## config.mk

```make
export PLATFORM = sky130hd
export DESIGN_NAME = dsce_engine
export DESIGN_NICKNAME = d
export VERILOG_FILES = /design/src/verilog/dsce_pkg.sv /design/src/verilog/dsce_engine.sv /design/src/verilog/dsce_dbg_mem.sv
export SDC_FILE = /design/constraint.sdc
export NUM_CORES = 2
export LEC_CHECK = 0
export BUFFER_PORTS_ARGS = -buffer_cell sky130_fd_sc_hd__buf_2
export CORE_MARGIN = 2
export CORE_UTILIZATION = 30
export DETAILED_ROUTE_END_ITERATION = 10
export HOLD_SLACK_MARGIN = 0.1
export PLACE_DENSITY = 0.45
export SLEW_MARGIN = 20
export SYNTH_ARGS = -nofsm -noshare
export SYNTH_HDL_FRONTEND = slang
export SYNTH_SLANG_ARGS = --single-unit
export TNS_END_PERCENT = 10
```

## constraint.sdc

```tcl
create_clock -name CLK_SYS_I -period 4 [get_ports CLK_SYS_I]
set_clock_uncertainty 0.1 [all_clocks]
set_input_delay 0 -clock CLK_SYS_I [delete_from_list [all_inputs] [get_ports CLK_SYS_I]]
set_output_delay 0 -clock CLK_SYS_I [all_outputs]
set_load 0.02 [all_outputs]
```

## src/verilog/dsce_pkg.sv

```systemverilog
// constants and carrier types for the debug serial command engine
// assumes one system clock that also serves as target and bus clock
package dsce_pkg;

   // command opcodes
   localparam logic [7:0] OP_READ_NEXT = 8'h62;
   localparam logic [7:0] OP_FETCH_PROGRAM_COUNTER = 8'h63;
   localparam logic [7:0] OP_READ_D = 8'h64;
   localparam logic [7:0] OP_READ_X = 8'h65;
   localparam logic [7:0] OP_READ_Y = 8'h66;
   localparam logic [7:0] OP_FETCH_STACK_POINTER = 8'h67;
   localparam logic [7:0] OP_WRITE_NEXT = 8'h42;
   localparam logic [7:0] OP_LOAD_PROGRAM_COUNTER = 8'h43;
   localparam logic [7:0] OP_WRITE_D = 8'h44;
   localparam logic [7:0] OP_WRITE_X = 8'h45;
   localparam logic [7:0] OP_WRITE_Y = 8'h46;
   localparam logic [7:0] OP_LOAD_STACK_POINTER = 8'h47;
   localparam logic [7:0] OP_GO = 8'h08;
   localparam logic [7:0] OP_GO_UNTIL = 8'h0c;
   localparam logic [7:0] OP_SINGLE_STEP = 8'h10;
   localparam logic [7:0] OP_LEGACY_TAG_RESUME = 8'h18;

   // frame shape
   localparam logic [4:0] OP_LAST_BIT = 5'h07;
   localparam logic [4:0] WORD_LAST_BIT = 5'h0f;

   // serial timing, in target clocks
   localparam logic [9:0] BIT_TICKS = 10'h010;
   localparam logic [9:0] SAMPLE_TICK = 10'h00a;
   localparam logic [9:0] TX0_SPEEDUP_TICK = 10'h00d;
   localparam logic [9:0] TX1_SPEEDUP_TICK = 10'h007;
   localparam logic [9:0] TIMEOUT_TICKS = 10'h200;
   localparam logic [4:0] ACK_LOW_TICKS = 5'h10;
   localparam logic [9:0] ACK_GAP_TICKS = 10'h020;
   localparam logic [9:0] ACK_START_TICK = BIT_TICKS + ACK_GAP_TICKS;

   // debug window, 0x3_ff00..0x3_ffff; registers in its first 12 bytes
   localparam logic [17:0] DBG_WIN_BASE = 18'h3ff00;
   localparam logic [7:0] DBG_WIN_PAGE = DBG_WIN_BASE[15:8];
   localparam int DBG_WIN_WORDS = 128;
   localparam logic [6:0] DBG_REG_WORDS = 7'h06;

   // reset values
   localparam logic ACTIVE_RST = 1'b0;
   localparam logic [15:0] REG_RST = 16'h0000;

   typedef struct packed {
      logic [15:0] pc;
      logic [15:0] d;
      logic [15:0] x;
      logic [15:0] y;
      logic [15:0] sp;
   } dsce_regs_t;

   typedef struct packed {
      logic req;
      logic we;
      logic [15:0] addr;
      logic [15:0] wdata;
   } dsce_mem_req_t;

endpackage

```

## src/verilog/dsce_engine.sv

```systemverilog
// command layer of the single-wire debug port
// assumes the line input is synchronous and the cpu saves its registers on entry
// Function
// - cpu-resource commands only in active debug mode
// - active mode maps debug window at top page
// - 0x62 steps x by two, reads there
// - 0x63-0x67 return pc, d, x, y, sp
// - 0x42 steps x by two, stores there
// - 0x43-0x47 load pc, d, x, y, sp
// - 0x08 resumes, acknowledge on leaving
// - 0x0c resumes, acknowledge on re-entry
// - 0x10 runs one instruction, acknowledge on return
// - 0x18 behaves exactly like resume
// - acknowledge when read ready or store done
// - opcode byte then optional sixteen-bit words
// - reads always return sixteen bits
// - window accesses hit debug store, firmware unwritable
// - no acknowledge starts while stopped; stop cancels pending
// - misaligned word access drops address lsb
// - bit starts at host fall, sixteen clocks
// - msb first; 512 idle clocks abandon transfer
// - acknowledge: 16 low, speedup, 32 clocks after
`timescale 1ns/1ps
`default_nettype none
module dsce_engine
   import dsce_pkg::*;
(
   input wire logic CLK_SYS_I,
   input wire logic RST_N_I,
   input wire logic DEBUG_LINE_I,
   input wire logic DBG_ENTER_I,
   input wire logic ACK_EN_I,
   input wire logic SYS_STOP_I,
   input wire dsce_regs_t CPU_REGS_I,
   input wire logic MEM_DONE_I,
   input wire logic [15:0] MEM_RDATA_I,
   output logic DEBUG_LINE_O,
   output logic DEBUG_LINE_OE_N_O,
   output logic DBG_ACTIVE_O,
   output logic DEBUG_WINDOW_O,
   output logic RESUME_O,
   output logic STEP_O,
   output dsce_regs_t CPU_REGS_O,
   output dsce_mem_req_t MEM_REQ_O
);

   typedef enum logic [2:0] {S_IDLE, S_RX_WORD, S_MEM, S_ACK_WAIT, S_ACK_LOW, S_ACK_HI, S_TX} dsce_state_t;

   dsce_state_t state_reg, state_next;
   logic line_q_reg;
   logic [9:0] cnt_reg;
   logic bit_live_reg;
   logic [4:0] bitcnt_reg;
   logic [15:0] shift_reg;
   logic [15:0] tx_reg;
   logic [7:0] opcode_reg;
   logic to_tx_reg;
   logic pend_reg;
   logic dm_ph_reg;
   logic [4:0] ack_cnt_reg;
   logic [4:0] low_run_reg;

   logic fall, rx_phase, sample_ev, bit_end, op_done, word_done, timeout;
   logic [7:0] opcode_now;
   logic [15:0] word_now, x_now;
   logic is_read, is_write, go_op, until_op, step_op, known_op, ack_ok;
   logic use_dbg, mem_done, dmem_we, dmem_re;
   logic [6:0] dmem_idx;
   logic [15:0] dmem_rdata;
   dsce_state_t after_ack;

   function automatic logic [15:0] fetch_reg(input logic [7:0] op, input dsce_regs_t r);
      logic [15:0] v;
      v = REG_RST;
      case (op)
         OP_FETCH_PROGRAM_COUNTER: v = r.pc;
         OP_READ_D: v = r.d;
         OP_READ_X: v = r.x;
         OP_READ_Y: v = r.y;
         OP_FETCH_STACK_POINTER: v = r.sp;
         default: v = REG_RST;
      endcase
      return v;
   endfunction

   // our own drive must not look like a host edge
   assign fall = line_q_reg && !DEBUG_LINE_I && DEBUG_LINE_OE_N_O;
   assign rx_phase = (state_reg == S_IDLE) || (state_reg == S_RX_WORD);
   assign sample_ev = bit_live_reg && rx_phase && (cnt_reg == SAMPLE_TICK);
   assign bit_end = bit_live_reg && (state_reg == S_TX) && (cnt_reg == BIT_TICKS - 10'h001);
   assign op_done = sample_ev && (state_reg == S_IDLE) && (bitcnt_reg == OP_LAST_BIT);
   assign word_done = sample_ev && (state_reg == S_RX_WORD) && (bitcnt_reg == WORD_LAST_BIT);
   assign opcode_now = {shift_reg[6:0], DEBUG_LINE_I};
   assign word_now = {shift_reg[14:0], DEBUG_LINE_I};
   assign timeout = (cnt_reg == TIMEOUT_TICKS) && (bitcnt_reg != 5'h00)
      && (rx_phase || (state_reg == S_TX));
   assign x_now = CPU_REGS_O.x;

   assign is_read = (opcode_now >= OP_READ_NEXT) && (opcode_now <= OP_FETCH_STACK_POINTER);
   assign is_write = (opcode_now >= OP_WRITE_NEXT) && (opcode_now <= OP_LOAD_STACK_POINTER);
   assign go_op = op_done && DBG_ACTIVE_O
      && ((opcode_now == OP_GO) || (opcode_now == OP_LEGACY_TAG_RESUME));
   assign until_op = op_done && DBG_ACTIVE_O && (opcode_now == OP_GO_UNTIL);
   assign step_op = op_done && DBG_ACTIVE_O && (opcode_now == OP_SINGLE_STEP);
   assign known_op = is_read || is_write || (opcode_now == OP_GO) || (opcode_now == OP_LEGACY_TAG_RESUME)
      || (opcode_now == OP_GO_UNTIL) || (opcode_now == OP_SINGLE_STEP);
   assign ack_ok = ACK_EN_I && !SYS_STOP_I;
   assign after_ack = to_tx_reg ? S_TX : S_IDLE;

   // window decode; word accesses are forced even
   assign use_dbg = DBG_ACTIVE_O && (x_now[15:8] == DBG_WIN_PAGE);
   assign dmem_idx = x_now[7:1];
   assign dmem_we = (state_reg == S_MEM) && use_dbg && !dm_ph_reg && (opcode_reg == OP_WRITE_NEXT)
      && (dmem_idx < DBG_REG_WORDS);
   assign dmem_re = (state_reg == S_MEM) && use_dbg && !dm_ph_reg && (opcode_reg == OP_READ_NEXT);
   assign mem_done = (state_reg == S_MEM) && (use_dbg ? dm_ph_reg : (MEM_REQ_O.req && MEM_DONE_I));

   dsce_dbg_mem #(
      .AW(7),
      .DW(16)
   ) u_dbg_mem (
      .CLK_SYS_I(CLK_SYS_I),
      .we_i(dmem_we),
      .re_i(dmem_re),
      .addr_i(dmem_idx),
      .wdata_i(shift_reg),
      .rdata_o(dmem_rdata)
   );

   always_comb begin
      state_next = state_reg;
      case (state_reg)
         S_IDLE: begin
            if (timeout) begin
               state_next = S_IDLE;
            end else if (DBG_ENTER_I && pend_reg && ack_ok) begin
               state_next = S_ACK_WAIT;
            end else if (op_done && DBG_ACTIVE_O) begin
               if (is_read) begin
                  if (opcode_now == OP_READ_NEXT) begin
                     state_next = S_MEM;
                  end else begin
                     state_next = ack_ok ? S_ACK_WAIT : S_TX;
                  end
               end else if (is_write) begin
                  state_next = S_RX_WORD;
               end else if ((go_op) && ack_ok) begin
                  state_next = S_ACK_WAIT;
               end
            end
         end
         S_RX_WORD: begin
            if (timeout) begin
               state_next = S_IDLE;
            end else if (word_done) begin
               if (opcode_reg == OP_WRITE_NEXT) begin
                  state_next = S_MEM;
               end else begin
                  state_next = ack_ok ? S_ACK_WAIT : S_IDLE;
               end
            end
         end
         S_MEM: begin
            if (mem_done) begin
               state_next = ack_ok ? S_ACK_WAIT : after_ack;
            end
         end
         S_ACK_WAIT: begin
            if (SYS_STOP_I) begin
               state_next = after_ack;
            end else if (cnt_reg >= ACK_START_TICK) begin
               state_next = S_ACK_LOW;
            end
         end
         S_ACK_LOW: begin
            if (ack_cnt_reg == ACK_LOW_TICKS - 5'h01) begin
               state_next = S_ACK_HI;
            end
         end
         S_ACK_HI: begin
            state_next = after_ack;
         end
         S_TX: begin
            if (timeout || (bit_end && (bitcnt_reg == WORD_LAST_BIT))) begin
               state_next = S_IDLE;
            end
         end
         default: begin
            state_next = S_IDLE;
         end
      endcase
   end

   always_ff @(posedge CLK_SYS_I or negedge RST_N_I) begin
      if (!RST_N_I) begin
         state_reg <= S_IDLE;
      end else begin
         state_reg <= state_next;
      end
   end

   // bit timer measured from the perceived host edge
   always_ff @(posedge CLK_SYS_I or negedge RST_N_I) begin
      if (!RST_N_I) begin
         line_q_reg <= 1'b1;
         cnt_reg <= TIMEOUT_TICKS;
         bit_live_reg <= 1'b0;
      end else begin
         line_q_reg <= DEBUG_LINE_I;
         if (fall) begin
            cnt_reg <= 10'h000;
         end else if (cnt_reg != TIMEOUT_TICKS) begin
            cnt_reg <= cnt_reg + 10'h001;
         end
         if (fall && (rx_phase || (state_reg == S_TX))) begin
            bit_live_reg <= 1'b1;
         end else if (sample_ev || bit_end || timeout) begin
            bit_live_reg <= 1'b0;
         end
      end
   end

   // shifters; msb travels first both ways
   always_ff @(posedge CLK_SYS_I or negedge RST_N_I) begin
      if (!RST_N_I) begin
         bitcnt_reg <= 5'h00;
         shift_reg <= REG_RST;
         tx_reg <= REG_RST;
         opcode_reg <= 8'h00;
         to_tx_reg <= 1'b0;
      end else begin
         // a finished read must not leave its count for the next opcode
         if (timeout || op_done || word_done || (bit_end && (bitcnt_reg == WORD_LAST_BIT))) begin
            bitcnt_reg <= 5'h00;
         end else if (sample_ev || bit_end) begin
            bitcnt_reg <= bitcnt_reg + 5'h01;
         end
         if (sample_ev) begin
            shift_reg <= word_now;
         end
         if (op_done && DBG_ACTIVE_O) begin
            opcode_reg <= opcode_now;
            to_tx_reg <= is_read;
            tx_reg <= fetch_reg(opcode_now, CPU_REGS_O);
         end else if (mem_done && (opcode_reg == OP_READ_NEXT)) begin
            tx_reg <= use_dbg ? dmem_rdata : MEM_RDATA_I;
         end else if (bit_end) begin
            tx_reg <= {tx_reg[14:0], 1'b0};
         end
      end
   end

   // saved cpu registers, owned here while the cpu sits in debug mode
   always_ff @(posedge CLK_SYS_I or negedge RST_N_I) begin
      if (!RST_N_I) begin
         CPU_REGS_O <= {5{REG_RST}};
      end else if (DBG_ENTER_I) begin
         CPU_REGS_O <= CPU_REGS_I;
      end else if (op_done && DBG_ACTIVE_O && (opcode_now == OP_READ_NEXT)) begin
         CPU_REGS_O.x <= x_now + 16'h0002;
      end else if (word_done) begin
         case (opcode_reg)
            OP_WRITE_NEXT: CPU_REGS_O.x <= x_now + 16'h0002;
            OP_LOAD_PROGRAM_COUNTER: CPU_REGS_O.pc <= word_now;
            OP_WRITE_D: CPU_REGS_O.d <= word_now;
            OP_WRITE_X: CPU_REGS_O.x <= word_now;
            OP_WRITE_Y: CPU_REGS_O.y <= word_now;
            OP_LOAD_STACK_POINTER: CPU_REGS_O.sp <= word_now;
            default: CPU_REGS_O <= CPU_REGS_O;
         endcase
      end
   end

   // user memory port; request held until the bus answers
   always_ff @(posedge CLK_SYS_I or negedge RST_N_I) begin
      if (!RST_N_I) begin
         MEM_REQ_O <= '0;
         dm_ph_reg <= 1'b0;
      end else begin
         dm_ph_reg <= (state_reg == S_MEM) && use_dbg && !dm_ph_reg;
         if (MEM_REQ_O.req && MEM_DONE_I) begin
            MEM_REQ_O.req <= 1'b0;
         end else if ((state_reg == S_MEM) && !use_dbg && !MEM_REQ_O.req) begin
            MEM_REQ_O.req <= 1'b1;
            MEM_REQ_O.we <= (opcode_reg == OP_WRITE_NEXT);
            MEM_REQ_O.addr <= {x_now[15:1], 1'b0};
            MEM_REQ_O.wdata <= shift_reg;
         end
      end
   end

   // run control; a pending set beats a stop clear in the same cycle
   always_ff @(posedge CLK_SYS_I or negedge RST_N_I) begin
      if (!RST_N_I) begin
         DBG_ACTIVE_O <= ACTIVE_RST;
         DEBUG_WINDOW_O <= ACTIVE_RST;
         RESUME_O <= 1'b0;
         STEP_O <= 1'b0;
         pend_reg <= 1'b0;
      end else begin
         RESUME_O <= go_op || until_op;
         STEP_O <= step_op;
         if (DBG_ENTER_I) begin
            DBG_ACTIVE_O <= 1'b1;
            DEBUG_WINDOW_O <= 1'b1;
         end else if (go_op || until_op || step_op) begin
            DBG_ACTIVE_O <= 1'b0;
            DEBUG_WINDOW_O <= 1'b0;
         end
         if (until_op || step_op) begin
            pend_reg <= 1'b1;
         end else if (SYS_STOP_I || DBG_ENTER_I) begin
            pend_reg <= 1'b0;
         end
      end
   end

   // line driver; only low pulses and one-clock speedups are driven
   always_ff @(posedge CLK_SYS_I or negedge RST_N_I) begin
      if (!RST_N_I) begin
         DEBUG_LINE_O <= 1'b1;
         DEBUG_LINE_OE_N_O <= 1'b1;
         ack_cnt_reg <= 5'h00;
      end else begin
         ack_cnt_reg <= (state_reg == S_ACK_LOW) ? ack_cnt_reg + 5'h01 : 5'h00;
         DEBUG_LINE_O <= 1'b1;
         DEBUG_LINE_OE_N_O <= 1'b1;
         case (state_reg)
            S_ACK_LOW: begin
               DEBUG_LINE_O <= 1'b0;
               DEBUG_LINE_OE_N_O <= 1'b0;
            end
            S_ACK_HI: begin
               DEBUG_LINE_OE_N_O <= 1'b0;
            end
            S_TX: begin
               if (bit_live_reg && !tx_reg[15] && (cnt_reg < TX0_SPEEDUP_TICK)) begin
                  DEBUG_LINE_O <= 1'b0;
                  DEBUG_LINE_OE_N_O <= 1'b0;
               end else if (bit_live_reg && (cnt_reg == (tx_reg[15] ? TX1_SPEEDUP_TICK : TX0_SPEEDUP_TICK))) begin
                  DEBUG_LINE_OE_N_O <= 1'b0;
               end
            end
            default: begin
               DEBUG_LINE_OE_N_O <= 1'b1;
            end
         endcase
      end
   end

   // length of the running low drive, for the pulse-shape check
   always_ff @(posedge CLK_SYS_I or negedge RST_N_I) begin
      if (!RST_N_I) begin
         low_run_reg <= 5'h00;
      end else if (!DEBUG_LINE_OE_N_O && !DEBUG_LINE_O) begin
         low_run_reg <= (low_run_reg == 5'h1f) ? low_run_reg : low_run_reg + 5'h01;
      end else begin
         low_run_reg <= 5'h00;
      end
   end
endmodule
`default_nettype wire

```

## src/verilog/dsce_dbg_mem.sv

```systemverilog
// word store behind the debug window, read data registered
// assumes the caller blocks writes to read-only entries
`timescale 1ns/1ps
`default_nettype none
module dsce_dbg_mem #(
   parameter int AW = 7,
   parameter int DW = 16
) (
   input wire logic CLK_SYS_I,
   input wire logic we_i,
   input wire logic re_i,
   input wire logic [AW-1:0] addr_i,
   input wire logic [DW-1:0] wdata_i,
   output logic [DW-1:0] rdata_o
);

   logic [DW-1:0] mem [0:(1<<AW)-1];

   always_ff @(posedge CLK_SYS_I) begin
      if (we_i) begin
         mem[addr_i] <= wdata_i;
      end
   end

   // no reset on the read port: contents carry no reset either
   always_ff @(posedge CLK_SYS_I) begin
      if (re_i) begin
         rdata_o <= mem[addr_i];
      end
   end

endmodule
`default_nettype wire

```

==> flow_metrics.env <==
export IMPL_start_kind="flop"
export IMPL_period_share=0.9453
export IMPL_route_vias_total=55420
export IMPL_grt_start_max_net_pins=137
export IMPL_synth_area_per_cell_sq_um=17.00
export IMPL_antenna_found_initial=25
export IMPL_gp_congestion=0.8364
export IMPL_cts_hold_buffers_added=336
export IMPL_postRouteAntennaNets=0
export IMPL_rsz0062_at_grt="false"
export IMPL_path_max_fanout=54
export IMPL_synth_cell_types=89
export IMPL_syn_area_sq_um=89050
export IMPL_grt_use_total=0.1835
export IMPL_p_per_area_nw_per_um2=500.4
export IMPL_reg_top3="u_dbg_mem.mem: 2048 flops, CPU_REGS_O: 64 flops, MEM_REQ_O: 33 flops"
export IMPL_crit_chain="buf_12 -> mux4_2 -> mux2i_1 -> o221ai_1 -> a31oi_1 -> o311ai_0"
export IMPL_synth_xor_area_share=0.002262
export IMPL_wl_microns=281000
export IMPL_die_area_sq_um=301200
export IMPL_cts_max_level=5
export IMPL_synth_compound_area_frac=0.09297
export IMPL_relSlewSlack=0.2393
export IMPL_die_x_microns=548.8
export IMPL_synth_seq_cells=2250
export IMPL_irDropWorstVdd_mv=0.3025
export IMPL_slowest_stage="dfrtp_4"
export IMPL_hold_ws_ns=0.1469
export IMPL_drive_above_1_share=0.1525
export IMPL_grt_pass1_wl_microns=398800
export IMPL_io_pins=223
export IMPL_tightest_slew_ns=1.137
export IMPL_vias_per_cell=4.577
export IMPL_finalWorstPathRequiredPeriod_ns=3.781
export IMPL_synthSimpleGateAreaFrac=0.03655
export IMPL_p_leak_nw=45.12
export IMPL_post_cts_buffers=0
export IMPL_yosysWarnings=0
export IMPL_cp_end_kind="flop"
export IMPL_muxShareOfSynthArea=0.09765
export IMPL_drc=0
export IMPL_syn2layout_area_growth_pct=29.41
export IMPL_drv_slew=0
export IMPL_io_buffers=221
export IMPL_setup_viol=0
export IMPL_drt_first_pass_iters=7
export IMPL_critPathArrivalTime_ns=4.18
export IMPL_synth_adder_area_share=0.001405
export IMPL_path_class="reg2reg"
export IMPL_synth_edf_count=2064
export IMPL_cp_num_buf_inv=1
export IMPL_start_util=0.3008
export IMPL_ctsLongestPathBuffers=4
export IMPL_dp_cells=11310
export IMPL_critical_path_max_stage_delay_ns=0.80
export IMPL_tns_ns=0
export IMPL_path_delay_family="compound AO/OA/AOI/OAI gates"
export IMPL_crit_required_ns=4.40
export IMPL_hold_class="in2reg"
export IMPL_dpl_hpwl_microns=179400
export IMPL_synthCells=5238
export IMPL_synth_flop_cell="edfxtp_1"
export IMPL_nNetsFinal=8091
export IMPL_regMostFlops="u_dbg_mem.mem"
export IMPL_cts_root_buf="clkbuf_16"
export IMPL_max_cap_viol_count=0
export IMPL_drt_wirelength_per_cell_microns=23.21
export IMPL_cts_resized=0
export IMPL_largest_reg_flops=2048
export IMPL_die_y_microns=548.8
export IMPL_synth_async_reset_ratio=0.08267
export IMPL_rows=200
export IMPL_fmax_mhz=264.5
export IMPL_coreArea_sq_um=296000
export IMPL_post_route_util=0.3893
export IMPL_synth_top_family_by_area="multiplexers"
export IMPL_numCtsBuffers=266
export IMPL_final_cells=12110
export IMPL_grt_pass1_vias=55570
export IMPL_clkTransAtPathRegs_ns=0.06
export IMPL_clk_latency_ns=0.85
export IMPL_status="complete, no violations"
export IMPL_yosysSeqAreaShare=0.7483
export IMPL_overflow=0
export IMPL_cts_sinks=2250
export IMPL_first_iter_violations=5013
export IMPL_hold_viol_final=0
export IMPL_finalPower_mw=57.67
export IMPL_cts_tree="yes"
path summary, 6_finish.rpt:
| path | startpoint | end | slack, ns | depth (start not counted) |
|---|---|---|---|---|
| setup / recovery | x_now[2]$_DFFE_PN0P_ | u_dbg_mem.rdata_o[2]$_DFFE_PP_ | 0.22 | 6 |
| hold / removal | CPU_REGS_I[38] | x_now[6]$_DFFE_PN0P_ | 0.15 | 4 |
| setup reg to reg | x_now[2]$_DFFE_PN0P_ | u_dbg_mem.rdata_o[2]$_DFFE_PP_ | 0.22 | 6 |
| hold reg to reg | ack_cnt_reg[0]$_DFF_PN0_ | ack_cnt_reg[0]$_DFF_PN0_ | 0.37 | 1 |
| max in group asynchronous | RST_N_I | x_now[4]$_DFFE_PN0P_ | 2.85 | 4 |
| min in group asynchronous | RST_N_I | MEM_REQ_O[26]$_DFFE_PN0P_ | 0.23 | 4 |
Yosys cell counts (15+ instances only):
library cell / instances / area (sq um)
edfxtp_1: 2064 / 61980
o221ai_1: 48 / 420.4
o2111ai_1: 15 / 131.4
nand2_1: 299 / 1122
clkbuf_1: 133 / 499.2
a22o_1: 45 / 394.1
nor3_1: 22 / 110.1
a31oi_1: 25 / 156.4
o21ai_0: 221 / 1106
buf_2: 116 / 580.6
mux2i_1: 403 / 4034
a22oi_1: 132 / 991.0
nand2b_1: 18 / 112.6
inv_1: 25 / 93.84
o211ai_1: 17 / 127.6
dfrtp_1: 182 / 4554
o22ai_1: 95 / 594.3
a221oi_1: 252 / 2207
xnor2_1: 15 / 131.4
mux2_2: 178 / 2004
a21oi_1: 148 / 740.7
nor2_1: 220 / 825.8
a221o_1: 34 / 340.3
buf_1: 35 / 131.4
nor2b_1: 16 / 100.1
buf_4: 59 / 442.9
a211oi_1: 20 / 150.1
mux4_2: 118 / 2658
nand3_1: 43 / 215.2
tightest hold or removal path: cells and delay by family:
family / cells / cell delay [ns]
compound gates: 2 / 0.30
buf+inv: 2 / 0.72
power by group:
group / internal [mW] / switching (mW) / total [mW]
logic: 2.42 / 4.44 / 6.86
registers: 27.4 / 0.657 / 28.1
clock network: 13.2 / 9.53 / 22.7
total: 43.0 / 14.6 / 57.7
area by class of cell:
cell class | instances | area [sq um]
clock buffers | 350 | 7222
inverters | 27 | 113.9
fillers | 28210 | 180800
well taps | 3939 | 4928
multi-input cells | 4561 | 28000
repair buffers | 872 | 7466
diodes | 4 | 10.01
clock inverters | 105 | 773.2
flip-flops and latches | 2250 | 66720
metrics by stage:
step	setup slack (ns)	cell area (sq um)
floorplan	0.3028	96380
global placement	0.3630	103800
detailed placement	0.3533	103800
CTS	0.3508	115200
global route	0.1968	115200
finish	0.2187	115200
metal layers:
metal	part of all wire	track usage
met5	0.000046	0
met2	0.49	0.3148
met1	0.43	0.2423
met3	0.056	0.02577
met4	0.027	0.05000
cell families (layout without fill, tap and decap cells):
family                   Yosys count  count (layout)
flip-flops                      2250            2250
multiplexers                     699             699
adder cells (fa/ha/maj)           10              10
XOR/XNOR                          23              23
AO/OA/AOI/OAI                   1161            1161
other                              1            1957
AND/OR/NAND/NOR                  715             715
buffers and inverters            379            1354
layout by cell type, fill, tap and decap left out, types with 14 or more instances in the layout:
master,n
o221ai_1,48
nor3_1,16
o22ai_1,95
clkinv_2,23
buf_4,267
a221o_1,34
nand3_1,42
a222oi_1,14
edfxtp_1,2064
conb_1,1953
xnor2_1,15
mux4_2,118
a31oi_1,25
o2111ai_1,15
nand2_1,299
o21ai_0,221
a22o_1,45
a211oi_1,20
a21oi_1,148
dfrtp_4,20
inv_1,22
clkbuf_1,68
o211ai_1,17
dfrtp_1,159
mux2i_1,403
clkinv_1,55
mux2_2,178
nand2b_1,18
clkbuf_16,274
buf_12,46
a221oi_1,252
a22oi_1,132
buf_2,219
dlygate4sd3_1,335
o22a_1,14
nor2_1,216
nand4_1,14
Note: power is estimated with default switching activity, not from simulation.
